`src/hdl/synth_cfg_pkg.sv`:
```
`default_nettype none
package synth_cfg_pkg;
  localparam int N_INST = 8;
  localparam logic [3:0] MAX_NOTES = 4'h8;
  // Node parameter indices, byte address is index times four
  localparam logic [7:0] IX_MERGE = 8'h08;
  localparam logic [7:0] IX_RECV = 8'h0D;
  localparam logic [7:0] IX_NODE = 8'h20;
  localparam logic [7:0] IX_PROT = 8'h21;
  localparam logic [7:0] IX_CFG = 8'h22;
  localparam logic [7:0] IX_TUNE = 8'h23;
  localparam logic [7:0] IX_LEVEL = 8'h24;
  localparam logic [7:0] IX_CHAIN = 8'h25;
  localparam logic [7:0] IX_STAT = 8'h30;
  // Instrument parameter indices
  localparam logic [3:0] IX_ALLOC = 4'h0;
  localparam logic [3:0] IX_CHAN = 4'h1;
  localparam logic [3:0] IX_HI = 4'h2;
  localparam logic [3:0] IX_LO = 4'h3;
  localparam logic [3:0] IX_BANK = 4'h4;
  localparam logic [3:0] IX_VOICE = 4'h5;
  localparam logic [3:0] IX_DETUNE = 4'h6;
  localparam logic [3:0] IX_OCT = 4'h7;
  localparam logic [3:0] IX_ILEVEL = 4'h8;
  localparam logic [3:0] IX_PAN = 4'h9;
  localparam logic [3:0] IX_LFOOFF = 4'hA;
  // Instrument block window: bits 11:9 select it, 8:6 instrument, 5:2 index
  localparam logic [2:0] INST_WIN = 3'h1;
  // Range limits
  localparam logic [1:0] RECV_MAX = 2'h2;
  localparam logic [4:0] CFG_MAX = 5'h13;
  localparam logic [2:0] BANK_MAX = 3'h6;
  localparam logic [5:0] VOICE_MAX = 6'h2F;
  localparam logic [2:0] OCT_MAX = 3'h4;
  localparam logic [2:0] OCT_CENTER = 3'h2;
  localparam logic [6:0] FULL7 = 7'h7F;
  // Reset values
  localparam logic [3:0] RST_ALLOC = 4'h1;
  localparam logic [6:0] RST_HI = 7'h7F;
  localparam logic [6:0] RST_LO = 7'h00;
  localparam logic [6:0] RST_ILEVEL = 7'h7F;
  localparam logic [6:0] RST_PAN = 7'h40;
  localparam logic [6:0] RST_LEVEL = 7'h7F;
  typedef struct packed {
    logic [3:0] alloc;
    logic [3:0] chan;
    logic [6:0] hi;
    logic [6:0] lo;
    logic [2:0] bank;
    logic [5:0] voice;
    logic [6:0] detune;
    logic [2:0] oct;
    logic [6:0] level;
    logic [6:0] pan;
    logic lfo_off;
  } inst_cfg_s;
  typedef struct packed {
    logic [2:0] inst;
    logic [6:0] note;
    logic on;
    logic single_note_performance;
    logic signed [2:0] oct_shift;
    logic [6:0] detune;
    logic [6:0] level;
    logic [6:0] pan_l;
    logic [6:0] pan_r;
    logic lfo_en;
    logic [2:0] bank;
    logic [5:0] voice;
  } route_s;
  typedef enum logic {SC_IDLE, SC_SCAN} scan_e;
endpackage
`default_nettype wire

```
`src/hdl/synth_config_parameter_bank.sv`:
```
// What this block does
// - Voice switch loads voice and function data; merge mode 0 keeps function data.
// - Note filter code 0 accepts all, 1 even only, 2 odd only.
// - Card holds node number 0-15; exclusive messages match it.
// - Write protect 1 blocks voice and config RAM writes; resets to 0.
// - Active configuration index takes values 0 to 19.
// - Global tune is 7-bit two's complement, -64 to +63.
// - Global level 0 to 127 scales the whole card.
// - Overflow forward 1 sends excess note-ons out; 0 disables.
// - Allocation 0-8; total above eight trims the largest other instrument.
// - Allocation of exactly one plays monophonically.
// - Instrument acts only on messages of its own channel 0-15.
// - Shared-channel instruments process a message lowest number first.
// - Upper note limit 0-127, reset 127, bounds the highest note.
// - Lower note limit 0-127, reset 0, bounds the lowest note.
// - Seven banks of 48 voices; bank index 0 to 6.
// - Voice index 0 to 47 within the active bank.
// - Bank change keeps the stored voice index.
// - Fine pitch offset -64 to +63 around zero.
// - Octave code 0..4 decodes to -2..+2 octaves.
// - Instrument level 0 to 127, 127 loudest.
// - Pan 0 left, 64 both, 127 right.
// - Modulation disable 1 suppresses shared LFO; 0 allows it.
//
// The placing of the registers and register access over APB were left to the implementer.
`timescale 1ns/1ps
`default_nettype none
module synth_config_parameter_bank (
  input wire logic sys_clk,
  input wire logic rst,
  input wire logic [11:0] paddr,
  input wire logic psel,
  input wire logic penable,
  input wire logic pwrite,
  input wire logic [31:0] pwdata,
  output logic [31:0] prdata,
  output logic pready,
  output logic pslverr,
  input wire logic ev_valid,
  input wire logic [3:0] ev_chan,
  input wire logic [6:0] ev_note,
  input wire logic ev_on,
  output logic ev_ready,
  output logic route_valid,
  output synth_cfg_pkg::route_s route,
  output logic fwd_valid,
  output logic [3:0] fwd_chan,
  output logic [6:0] fwd_note,
  input wire logic exc_valid,
  input wire logic [3:0] exc_node,
  output logic node_hit,
  input wire logic mem_wr_req,
  output logic mem_wr_en,
  output logic mem_wr_block,
  output logic ld_valid,
  output logic [2:0] ld_inst,
  output logic [2:0] ld_bank,
  output logic [5:0] ld_voice,
  output logic ld_func,
  output logic [4:0] cfg_index,
  output logic signed [6:0] master_tune,
  output logic [6:0] master_level,
  output logic [7:0] single_note_performance_map
);
  synth_cfg_pkg::inst_cfg_s cfg_r [synth_cfg_pkg::N_INST];
  logic [3:0] cnt_r [synth_cfg_pkg::N_INST];
  logic merge_r, prot_r, chain_r;
  logic [1:0] recv_r;
  logic [3:0] node_r;
  logic [2:0] last_r;
  logic [31:0] rd_nxt;
  logic err_nxt, inst_sel, wr_go, val_ok;
  logic [7:0] nix;
  logic [3:0] iix;
  logic [2:0] isel;
  logic [6:0] total, wd7;
  logic [2:0] maxi;
  synth_cfg_pkg::scan_e st_r;
  logic [2:0] si_r;
  logic [3:0] ech_r;
  logic [6:0] enote_r;
  logic eon_r, acc_r, hit_r, m_now, take_now;

  function automatic logic [6:0] sum_alloc(input synth_cfg_pkg::inst_cfg_s c [synth_cfg_pkg::N_INST]);
    logic [6:0] s;
    s = '0;
    for (int i = 0; i < synth_cfg_pkg::N_INST; i++)
    begin
      s = s + {3'h0, c[i].alloc};
    end
    return s;
  endfunction

  function automatic logic [2:0] pick_max(input synth_cfg_pkg::inst_cfg_s c [synth_cfg_pkg::N_INST],
                                           input logic [2:0] excl);
    logic [2:0] m;
    logic [3:0] v;
    m = '0;
    v = '0;
    for (int i = 0; i < synth_cfg_pkg::N_INST; i++)
    begin
      if (3'(i) != excl && c[i].alloc > v)
      begin
        m = 3'(i);
        v = c[i].alloc;
      end
    end
    return m;
  endfunction

  assign nix = paddr[9:2];
  assign iix = paddr[5:2];
  assign isel = paddr[8:6];
  assign inst_sel = paddr[11:9] == synth_cfg_pkg::INST_WIN;
  assign wd7 = pwdata[6:0];
  assign total = sum_alloc(cfg_r);
  assign maxi = pick_max(cfg_r, last_r);
  assign wr_go = psel && penable && pready && pwrite && !pslverr;

  // Decode, range check and read mux
  always_comb
  begin
    rd_nxt = '0;
    val_ok = 1'b1;
    err_nxt = 1'b0;
    if (inst_sel)
    begin
      case (iix)
        synth_cfg_pkg::IX_ALLOC:
        begin
          rd_nxt[3:0] = cfg_r[isel].alloc;
          val_ok = pwdata[31:4] == '0 && pwdata[3:0] <= synth_cfg_pkg::MAX_NOTES;
        end
        synth_cfg_pkg::IX_CHAN: rd_nxt[3:0] = cfg_r[isel].chan;
        synth_cfg_pkg::IX_HI: rd_nxt[6:0] = cfg_r[isel].hi;
        synth_cfg_pkg::IX_LO: rd_nxt[6:0] = cfg_r[isel].lo;
        synth_cfg_pkg::IX_BANK:
        begin
          rd_nxt[2:0] = cfg_r[isel].bank;
          val_ok = pwdata[2:0] <= synth_cfg_pkg::BANK_MAX;
        end
        synth_cfg_pkg::IX_VOICE:
        begin
          rd_nxt[5:0] = cfg_r[isel].voice;
          val_ok = pwdata[5:0] <= synth_cfg_pkg::VOICE_MAX;
        end
        synth_cfg_pkg::IX_DETUNE: rd_nxt[6:0] = cfg_r[isel].detune;
        synth_cfg_pkg::IX_OCT:
        begin
          rd_nxt[2:0] = cfg_r[isel].oct;
          val_ok = pwdata[2:0] <= synth_cfg_pkg::OCT_MAX;
        end
        synth_cfg_pkg::IX_ILEVEL: rd_nxt[6:0] = cfg_r[isel].level;
        synth_cfg_pkg::IX_PAN: rd_nxt[6:0] = cfg_r[isel].pan;
        synth_cfg_pkg::IX_LFOOFF: rd_nxt[0] = cfg_r[isel].lfo_off;
        default: err_nxt = 1'b1;
      endcase
    end
    else if (paddr[11:10] != 2'h0)
    begin
      err_nxt = 1'b1;
    end
    else
    begin
      case (nix)
        synth_cfg_pkg::IX_MERGE: rd_nxt[0] = merge_r;
        synth_cfg_pkg::IX_RECV:
        begin
          rd_nxt[1:0] = recv_r;
          val_ok = pwdata[1:0] <= synth_cfg_pkg::RECV_MAX;
        end
        synth_cfg_pkg::IX_NODE: rd_nxt[3:0] = node_r;
        synth_cfg_pkg::IX_PROT: rd_nxt[0] = prot_r;
        synth_cfg_pkg::IX_CFG:
        begin
          rd_nxt[4:0] = cfg_index;
          val_ok = pwdata[4:0] <= synth_cfg_pkg::CFG_MAX;
        end
        synth_cfg_pkg::IX_TUNE: rd_nxt[6:0] = master_tune;
        synth_cfg_pkg::IX_LEVEL: rd_nxt[6:0] = master_level;
        synth_cfg_pkg::IX_CHAIN: rd_nxt[0] = chain_r;
        synth_cfg_pkg::IX_STAT: rd_nxt = {23'h00_0000, total, !ev_ready, st_r == synth_cfg_pkg::SC_SCAN};
        default: err_nxt = 1'b1;
      endcase
    end
    if (pwrite && !val_ok)
    begin
      err_nxt = 1'b1;
    end
  end

  // APB answer one cycle after setup
  always_ff @(posedge sys_clk)
  begin
    if (rst)
    begin
      pready <= 1'b0;
      pslverr <= 1'b0;
      prdata <= '0;
    end
    else
    begin
      pready <= psel && !penable;
      pslverr <= psel && !penable && err_nxt;
      prdata <= (psel && !penable && !pwrite) ? rd_nxt : '0;
    end
  end

  // Node parameters
  always_ff @(posedge sys_clk)
  begin
    if (rst)
    begin
      merge_r <= 1'b0;
      recv_r <= '0;
      node_r <= '0;
      prot_r <= 1'b0;
      cfg_index <= '0;
      master_tune <= '0;
      master_level <= synth_cfg_pkg::RST_LEVEL;
      chain_r <= 1'b0;
    end
    else if (wr_go && !inst_sel)
    begin
      case (nix)
        synth_cfg_pkg::IX_MERGE: merge_r <= pwdata[0];
        synth_cfg_pkg::IX_RECV: recv_r <= pwdata[1:0];
        synth_cfg_pkg::IX_NODE: node_r <= pwdata[3:0];
        synth_cfg_pkg::IX_PROT: prot_r <= pwdata[0];
        synth_cfg_pkg::IX_CFG: cfg_index <= pwdata[4:0];
        synth_cfg_pkg::IX_TUNE: master_tune <= wd7;
        synth_cfg_pkg::IX_LEVEL: master_level <= wd7;
        synth_cfg_pkg::IX_CHAIN: chain_r <= pwdata[0];
        default: chain_r <= chain_r;
      endcase
    end
  end

  // Instrument parameters and allocation trimming
  always_ff @(posedge sys_clk)
  begin
    if (rst)
    begin
      last_r <= '0;
      for (int i = 0; i < synth_cfg_pkg::N_INST; i++)
      begin
        cfg_r[i] <= '{alloc: synth_cfg_pkg::RST_ALLOC, chan: 4'(i), hi: synth_cfg_pkg::RST_HI,
                      lo: synth_cfg_pkg::RST_LO, bank: '0, voice: '0, detune: '0,
                      oct: synth_cfg_pkg::OCT_CENTER, level: synth_cfg_pkg::RST_ILEVEL,
                      pan: synth_cfg_pkg::RST_PAN, lfo_off: 1'b0};
      end
    end
    else if (wr_go && inst_sel)
    begin
      case (iix)
        synth_cfg_pkg::IX_ALLOC:
        begin
          cfg_r[isel].alloc <= pwdata[3:0];
          last_r <= isel;
        end
        synth_cfg_pkg::IX_CHAN: cfg_r[isel].chan <= pwdata[3:0];
        synth_cfg_pkg::IX_HI: cfg_r[isel].hi <= wd7;
        synth_cfg_pkg::IX_LO: cfg_r[isel].lo <= wd7;
        synth_cfg_pkg::IX_BANK: cfg_r[isel].bank <= pwdata[2:0];
        synth_cfg_pkg::IX_VOICE: cfg_r[isel].voice <= pwdata[5:0];
        synth_cfg_pkg::IX_DETUNE: cfg_r[isel].detune <= wd7;
        synth_cfg_pkg::IX_OCT: cfg_r[isel].oct <= pwdata[2:0];
        synth_cfg_pkg::IX_ILEVEL: cfg_r[isel].level <= wd7;
        synth_cfg_pkg::IX_PAN: cfg_r[isel].pan <= wd7;
        synth_cfg_pkg::IX_LFOOFF: cfg_r[isel].lfo_off <= pwdata[0];
        default: last_r <= last_r;
      endcase
    end
    // Trim largest other by one per cycle
    else if (total > {3'h0, synth_cfg_pkg::MAX_NOTES})
    begin
      cfg_r[maxi].alloc <= cfg_r[maxi].alloc - 4'h1;
    end
  end

  // Voice switch load requests
  always_ff @(posedge sys_clk)
  begin
    if (rst)
    begin
      ld_valid <= 1'b0;
      ld_inst <= '0;
      ld_bank <= '0;
      ld_voice <= '0;
      ld_func <= 1'b0;
    end
    else
    begin
      ld_valid <= wr_go && inst_sel && (iix == synth_cfg_pkg::IX_BANK || iix == synth_cfg_pkg::IX_VOICE);
      ld_inst <= isel;
      // Same voice index in new bank
      ld_bank <= (iix == synth_cfg_pkg::IX_BANK) ? pwdata[2:0] : cfg_r[isel].bank;
      ld_voice <= (iix == synth_cfg_pkg::IX_VOICE) ? pwdata[5:0] : cfg_r[isel].voice;
      ld_func <= merge_r;
    end
  end

  // Node match, memory guard and single_note_performance map
  always_ff @(posedge sys_clk)
  begin
    if (rst)
    begin
      node_hit <= 1'b0;
      mem_wr_en <= 1'b0;
      mem_wr_block <= 1'b0;
      single_note_performance_map <= '0;
    end
    else
    begin
      node_hit <= exc_valid && exc_node == node_r;
      mem_wr_en <= mem_wr_req && !prot_r;
      mem_wr_block <= mem_wr_req && prot_r;
      for (int i = 0; i < synth_cfg_pkg::N_INST; i++)
      begin
        single_note_performance_map[i] <= cfg_r[i].alloc == 4'h1;
      end
    end
  end

  // Channel and range match of scanned instrument
  assign m_now = cfg_r[si_r].chan == ech_r && enote_r <= cfg_r[si_r].hi && enote_r >= cfg_r[si_r].lo;
  assign take_now = m_now && (eon_r ? cnt_r[si_r] < cfg_r[si_r].alloc : cnt_r[si_r] != 4'h0);

  // Event scan over instruments
  always_ff @(posedge sys_clk)
  begin
    if (rst)
    begin
      st_r <= synth_cfg_pkg::SC_IDLE;
      si_r <= '0;
      ech_r <= '0;
      enote_r <= '0;
      eon_r <= 1'b0;
      acc_r <= 1'b0;
      hit_r <= 1'b0;
      ev_ready <= 1'b1;
      fwd_valid <= 1'b0;
      fwd_chan <= '0;
      fwd_note <= '0;
      for (int i = 0; i < synth_cfg_pkg::N_INST; i++)
      begin
        cnt_r[i] <= '0;
      end
    end
    else
    begin
      fwd_valid <= 1'b0;
      case (st_r)
        synth_cfg_pkg::SC_IDLE:
        begin
          ev_ready <= 1'b1;
          if (ev_valid && ev_ready && (recv_r == 2'h0 || ev_note[0] == recv_r[1]))
          begin
            st_r <= synth_cfg_pkg::SC_SCAN;
            ev_ready <= 1'b0;
            si_r <= '0;
            ech_r <= ev_chan;
            enote_r <= ev_note;
            eon_r <= ev_on;
            acc_r <= 1'b0;
            hit_r <= 1'b0;
          end
        end
        synth_cfg_pkg::SC_SCAN:
        begin
          if (take_now)
          begin
            cnt_r[si_r] <= eon_r ? cnt_r[si_r] + 4'h1 : cnt_r[si_r] - 4'h1;
          end
          acc_r <= acc_r || take_now;
          hit_r <= hit_r || m_now;
          si_r <= si_r + 3'h1;
          if (si_r == 3'h7)
          begin
            st_r <= synth_cfg_pkg::SC_IDLE;
            ev_ready <= 1'b1;
            fwd_valid <= chain_r && eon_r && !(acc_r || take_now) && (hit_r || m_now);
            fwd_chan <= ech_r;
            fwd_note <= enote_r;
          end
        end
        default: st_r <= synth_cfg_pkg::SC_IDLE;
      endcase
    end
  end

  // Routed note with decoded instrument settings
  always_ff @(posedge sys_clk)
  begin
    if (rst)
    begin
      route_valid <= 1'b0;
      route <= '0;
    end
    else
    begin
      route_valid <= st_r == synth_cfg_pkg::SC_SCAN && take_now;
      route.inst <= si_r;
      route.note <= enote_r;
      route.on <= eon_r;
      route.single_note_performance <= cfg_r[si_r].alloc == 4'h1;
      route.oct_shift <= 3'(cfg_r[si_r].oct - synth_cfg_pkg::OCT_CENTER);
      route.detune <= cfg_r[si_r].detune;
      route.level <= cfg_r[si_r].level;
      route.pan_l <= synth_cfg_pkg::FULL7 - cfg_r[si_r].pan;
      route.pan_r <= cfg_r[si_r].pan;
      route.lfo_en <= !cfg_r[si_r].lfo_off;
      route.bank <= cfg_r[si_r].bank;
      route.voice <= cfg_r[si_r].voice;
    end
  end
endmodule
`default_nettype wire

```
`config.mk`:
```
export PLATFORM = sky130hd
export DESIGN_NAME = synth_config_parameter_bank
export DESIGN_NICKNAME = d
export VERILOG_FILES = /design/src/hdl/synth_cfg_pkg.sv /design/src/hdl/synth_config_parameter_bank.sv
export SDC_FILE = /design/constraint.sdc
export NUM_CORES = 2
export LEC_CHECK = 0
export ABC_AREA = 0
export BUFFER_PORTS_ARGS = -buffer_cell sky130_fd_sc_hd__buf_2
export CORE_MARGIN = 2
export CORE_UTILIZATION = 40
export DETAILED_ROUTE_END_ITERATION = 16
export GPL_ROUTABILITY_DRIVEN = 1
export PLACE_DENSITY = 0.67
export SLEW_MARGIN = 20
export SYNTH_ARGS = -nofsm -noshare
export SYNTH_HDL_FRONTEND = slang
export SYNTH_SLANG_ARGS = --single-unit
```
`constraint.sdc`:
```
create_clock -name sys_clk -period 17.7 [get_ports sys_clk]
set_input_delay 0.885 -clock sys_clk [delete_from_list [all_inputs] [get_ports sys_clk]]
set_output_delay 0.885 -clock sys_clk [all_outputs]
set_load 0.01 [all_outputs]
```
## Word level (Yosys, flattened, before mapping)

Memory sizes are Yosys's and may differ from the RTL's. A register that Yosys moved wholly into a read port is not among the register bits.
Cells that the tools add are included.

| word-level totals | value |
|---|---|
| flip-flop bits (word level) | 623 |
| bits in latches | 0 |
| bits in writable memories | 32 |
| bits in read-only memories | 0 |
| input port bits | 68 |
| output and inout bits | 145 |
| word-level logic and storage cells | 404 |
| memories kept | 1 |

| operators by class | value |
|---|---|
| add/subtract/negate cells | 13 |
| multiply operators | 0 |
| divide/modulo/power cells | 0 |
| $lt $le $gt $ge | 23 |
| eq/ne operators | 43 |
| shifts and indexed selects | 0 |
| mux-type cells | 109 |
| bitwise gates (word level) | 7 |
| reductions and logical operators | 73 |

Memory list:

| memory | words | width | rd ports | clocked after memory_dff | wr ports | line | source |
|---|---|---|---|---|---|---|---|
| cnt_r | 8 | 4 | 1 | 1 | 8 | synth_config_parameter_bank.sv:66 | `logic [3:0] cnt_r [synth_cfg_pkg::N_INST];` |

Operators by type and width:

| operator | count |
|---|---|
| 448-bit bitwise mux | 12 |
| 448-bit one-hot mux with 11 select lines | 1 |
| 56-bit demux with 3-bit select | 12 |
| 448-bit 2-to-1 mux | 2 |
| 56-bit binary-select mux with 3-bit select | 3 |
| 56-bit 2-to-1 mux | 8 |
| 8-bit by 6-bit == test with 1-bit output, second input constant | 7 |
| 52-bit 2-to-1 mux | 1 |
| 48-bit 2-to-1 mux | 1 |
| 41-bit 2-to-1 mux | 1 |
| 4-bit by 1-bit == test with 1-bit output, second input constant | 10 |
| 4-bit 2-to-1 mux | 9 |
| 1-bit logical AND | 34 |
| 34-bit 2-to-1 mux | 1 |
| 3-bit 2-to-1 mux | 11 |
| 31-bit 2-to-1 mux | 1 |
| 7-bit by 4-bit adder with 7-bit output | 4 |
| 4-bit greater-than comparator | 7 |
| 28-bit logical NOT | 1 |
| 25-bit 2-to-1 mux | 1 |
| 2-bit AND reduction | 12 |
| 1-bit 2-to-1 mux | 22 |
| 2-bit one-hot mux with 10 select lines | 1 |
| 18-bit 2-to-1 mux | 1 |
| other kinds (64) | 105 |

## Longest topological paths before layout

| depth | value |
|---|---|
| depth in word-level cells | 32 |
| gate-level depth with buffers | 75 |

## Least setup slack after synthesis

Ideal clock, no wire load.

| timing | value |
|---|---|
| kind | register to register |
| from | register last_r[0] |
| to | register cfg_r[389] (netlist name) |
| library setup time | 70 ps |
| arrival | 12,805 ps |
| required time | 17,630 ps |
| setup slack | 4,825 ps |
| stages on the path, launching flop included | 68 |
| buffers on the path | 4 |
| cells stage by stage | dfxtp_1 > buf_6 > or3_4 > and2_2 > ha_1 > nor2b_1 > o211ai_2 > a21oi_1 > nor2_1 > a21oi_1 > ha_1 > nor2b_1 > o211ai_1 > a21oi_1 > mux2_2 > clkbuf_1 > o21ai_0 > inv_1 > [32 not listed] > a21oi_1 > ha_1 > and4_1 > a311oi_1 > inv_1 > nand2_1 > or3_1 > mux2i_1 > a221oi_2 > nand2_1 > ha_1 > nor2_1 > inv_1 > nor2_1 > nand2_1 > o21ai_0 > nand2_1 > a21oi_1 |

| on the way | value |
|---|---|
| cells in the longest elaborated chain, start to end | 32 |
| elaborated cells on any way between the ends | 50 |

RTL lines:

| item | line | source |
|---|---|---|
| start: declaration | synth_config_parameter_bank.sv:70 | `logic [2:0] last_r;` |
| start signal: assignment | synth_config_parameter_bank.sv:259 | `last_r <= isel;` |
| start signal: assignment | synth_config_parameter_bank.sv:271 | `default: last_r <= last_r;` |
| 3-bit nonzero test | synth_config_parameter_bank.sv:102 | `if (3'(i) != excl && c[i].alloc > v)` |
| 1-bit logical AND | synth_config_parameter_bank.sv:102 |  |
| 4-bit 2-to-1 mux | synth_config_parameter_bank.sv:102 |  |
| 4-bit greater-than comparator | synth_config_parameter_bank.sv:102 |  |
| 1-bit logical AND | synth_config_parameter_bank.sv:102 |  |
| 4-bit 2-to-1 mux | synth_config_parameter_bank.sv:102 |  |
| 4-bit greater-than comparator | synth_config_parameter_bank.sv:102 |  |
| 1-bit logical AND | synth_config_parameter_bank.sv:102 |  |
| [16 not listed] | - |  |
| 3-bit NOT with 4-bit output (implied by the code) (*) | synth_config_parameter_bank.sv:277 | `cfg_r[maxi].alloc <= cfg_r[maxi].alloc - 4'h1;` |
| 56-bit binary-select mux with 3-bit select, or another cell as far along | synth_config_parameter_bank.sv:277 |  |
| 56-bit 2-to-1 mux (implied by the code) or 1-bit logical AND (tied branches) | synth_config_parameter_bank.sv:277 |  |
| 56-bit 2-to-1 mux (implied by the code) | synth_config_parameter_bank.sv:277 |  |
| 4-bit by 1-bit subtractor with 4-bit output or 56-bit demux with 3-bit select (tied branches) | synth_config_parameter_bank.sv:277 |  |
| 448-bit bitwise mux (*) | synth_config_parameter_bank.sv:277 |  |
| 448-bit 2-to-1 mux (*) | synth_config_parameter_bank.sv:275 | `else if (total > {3'h0, synth_cfg_pkg::MAX_NOTES})` |
| 448-bit 2-to-1 mux (*) | synth_config_parameter_bank.sv:253 | `else if (wr_go && inst_sel)` |
| end signal: indexed assignment | synth_config_parameter_bank.sv:247 | `cfg_r[i] <= '{alloc: synth_cfg_pkg::RST_ALLOC, chan: 4'(i), hi: synth_cfg_pkg::RST_HI,` |
| end: declaration | synth_config_parameter_bank.sv:65 | `synth_cfg_pkg::inst_cfg_s cfg_r [synth_cfg_pkg::N_INST];` |

Every way passes the cells marked *; elsewhere a longest branch is shown, timed or not. The select of a mux whose other input is x is not followed.
A chain may end at the register's enable or synchronous reset.

## Worst setup path after layout

| timing | value |
|---|---|
| from | register last_r[0] |
| to | register cfg_r[166] (netlist name) |

The elaborated chain is that of the path after synthesis.

==> flow_metrics.env <==
export IMPL_run_status="completed"
export IMPL_yosys_warnings=0
export IMPL_setup_ws_ps=2230
export IMPL_start_kind="flop"
export IMPL_start_util_pct=40.5
export IMPL_max_freq_mhz=64.6
export IMPL_r2r_start="last_r[0]"
export IMPL_whs_path_depth=2
export IMPL_cts_setup_buffers=0
export IMPL_cts_tree="done"
export IMPL_root_buffer="clkbuf_16"
export IMPL_power_density_nw_per_um2=156
export IMPL_rows=103
export IMPL_avgSynthCellArea_um2=8.02
export IMPL_ys_seq_area_share_pct=40.6
export IMPL_required_ps=18200
export IMPL_critPathMaxStageDelay_ps=910
export IMPL_final_core_util_pct=45.8
export IMPL_die_height_um=287
export IMPL_ir_drop_uv=286
export IMPL_fin_cells=5128
export IMPL_path_max_fanout=13
export IMPL_synth_seq_cells=635
export IMPL_detail_route_antenna_nets=0
export IMPL_place_congestion=0.972
export IMPL_fin_tns_setup_ps=0
export IMPL_drive_gt1_share_pct=11.7
export IMPL_clkLatencyLatePin_ps=650
export IMPL_grt_max_degree=169
export IMPL_synth_top_area_share_pct=37.6
export IMPL_multi_input_area_um2=17500
export IMPL_hpwl_um=80000
export IMPL_layout_nets=4157
export IMPL_hold_violations=0
export IMPL_hold_buffers=0
export IMPL_synth_area_leaders="dfxtp_1, nand2_1, a22oi_1, nand3_1, a21oi_1"
export IMPL_overflow=0
export IMPL_finClkSkew_ps=19.8
export IMPL_yosys_area_top_type="dfxtp_1"
export IMPL_port_buffer_count=187
export IMPL_drt_pass1_iter_count=8
export IMPL_slew_viol_final=0
export IMPL_async_flop_share_pct=0
export IMPL_maxCapViolCount=0
export IMPL_wl_per_cell_um=24.9
export IMPL_reg2regPathDepth=64
export IMPL_synth_commonest_cells="nand2_1, dfxtp_1, nand3_1, a21oi_1, a22oi_1"
export IMPL_netlist_area_um2=32100
export IMPL_place_ws_ps=2740
export IMPL_core_area_um2=79300
export IMPL_slew_headroom_pct=21.4
export IMPL_r2r_setup_slack_ps=2230
export IMPL_grt_pass1_wl_um=190000
export IMPL_cpMaxStageDelayCell="xnor2_1"
export IMPL_clock_path_buffers=3
export IMPL_leakage_uw=0.0135
export IMPL_crit_type="flop to flop"
export IMPL_arrival_ps=15970
export IMPL_dp_cells=4986
export IMPL_path_clk_slew_ps=60
export IMPL_worst_slew_pin_slew_ps=1180
export IMPL_remaining_drc_errors=0
export IMPL_die_area_um2=82500
export IMPL_holdPathEnd="fwd_chan[2]"
export IMPL_drt_initial_drc_count=4522
export IMPL_grt_pass1_vias=30300
export IMPL_ctsResizeCount=0
export IMPL_synth_edf_count=32
export IMPL_seq_area_um2=13000
export IMPL_grt_use_total_pct=29.8
export IMPL_finalSetupViolCount=0
export IMPL_htree_levels=3
export IMPL_routed_wl_um=128000
export IMPL_cts_buffers=74
export IMPL_yosys_cell_count_top_type="nand2_1"
export IMPL_dr_total_vias=32800
export IMPL_holdCritStartpoint="fwd_chan[2]"
export IMPL_syn_inst=4003
export IMPL_nFillCells=7826
export IMPL_min_period_ps=15470
export IMPL_rsz0062_at_grt="no"
export IMPL_end_kind="flop"
export IMPL_synthFlopType="dfxtp_1"
export IMPL_ys_types=105
export IMPL_min_period_over_period_pct=87.4
export IMPL_area_growth_pct=13.2
export IMPL_io_pins=213
export IMPL_antenna_found_initial=5
export IMPL_clock_sinks=635
export IMPL_viasPerCell=6.40
export IMPL_die_w_um=287
export IMPL_min_path_type="flop to flop"
export IMPL_worstReg2RegEnd="cfg_r[166]"
export IMPL_cpMostUsedCell="ha_1"
-- cell usage in the layout (no fill, tap or decap), types with 22 or more instances in the layout --
cell       count
a21oi_1      348
a221oi_1      58
a22o_1        57
a22oi_1      313
a31oi_1       48
a41oi_1       26
and3_1        28
buf_2        186
buf_4         73
clkbuf_16     75
conb_1        23
dfxtp_1      603
edfxtp_1      32
fa_1          24
ha_1          53
inv_1         73
mux2i_1       68
nand2_1      723
nand3_1      364
nand4_1       22
nor2_1       270
nor2b_1       29
nor3_1        22
nor4_1        25
o211ai_1      34
o21ai_0      100
o22ai_1       57
-- state kept, by name, summed over array words and instances (netlist names), 8 cells and up, named ones only --
signal / cells
cfg_r: 448
route: 53
cnt_r: 32
prdata: 9
single_note_performance_map: 8
-- stage by stage --
stage,total power [µW],area [µm²],hold slack (ps)
after floorplan,3330,32200,434
after global placement,3920,33600,450
after detailed placement,3940,33600,454
after CTS,5610,36300,456
after global routing,5960,36300,468
final,5670,36300,454
-- worst max-delay path by stage --
stage               startpoint  slack [ps]  depth (start not counted)          to
global route         last_r[0]        1200                         66  cfg_r[390]
global placement     last_r[0]        2700                         64  cfg_r[166]
finish               last_r[0]        2230                         64  cfg_r[166]
CTS                  last_r[0]        2670                         64  cfg_r[166]
detailed placement   last_r[0]        2740                         64  cfg_r[166]
floorplan            last_r[0]        4820                         67  cfg_r[389]
-- power by group --
part           switching [µW]  leakage (µW)  total, µW  internal [µW]
clock network             665       0.00131       1670           1000
logic                    1670       0.00702       2480            814
registers                40.3       0.00521       1520           1480
-- routing by layer --
layer	vias to the layer above	share of wire [%]	wire, µm	GRT usage (%)
met4	2	6.5	8360	17.8
li1	14600	-	-	-
met3	501	12	15600	7.36
met2	2307	44	55700	45.6
met1	15500	38	48000	38.0
met5	-	0.0086	11	0
-- cell type report --
type | instances | area share (%)
Antenna cell | 5 | 0.0344
Tap cell | 1050 | 3.62
Clock buffer | 102 | 5.89
Multi-Input combinational cell | 2965 | 48.2
Inverter | 74 | 0.772
Timing Repair Buffer | 262 | 4.22
Clock inverter | 35 | 1.43
Sequential cell | 635 | 35.9
-- logic make-up after synthesis --
group	Yosys count	synth area share (%)
buf+inv	425	5.46
simple gates	1598	22.2
xor+xnor	13	0.355
mux	83	2.96
flops	635	40.6
compound gates	1169	24.7
other cells	1	0.0117
fa+ha+maj	79	3.63
-- worst max-delay path, delay by kind of cell, from the launching register on --
kind                     cells  cell delay (ps)
AND/OR/NAND/NOR             18             3080
adder cells (fa/ha/maj)      8             2300
XOR/XNOR                     1              910
flip-flops                   1              460
multiplexers                 4             1080
buffers and inverters        7              730
AO/OA/AOI/OAI               26             6740
Power figures use the tool's default switching activity.
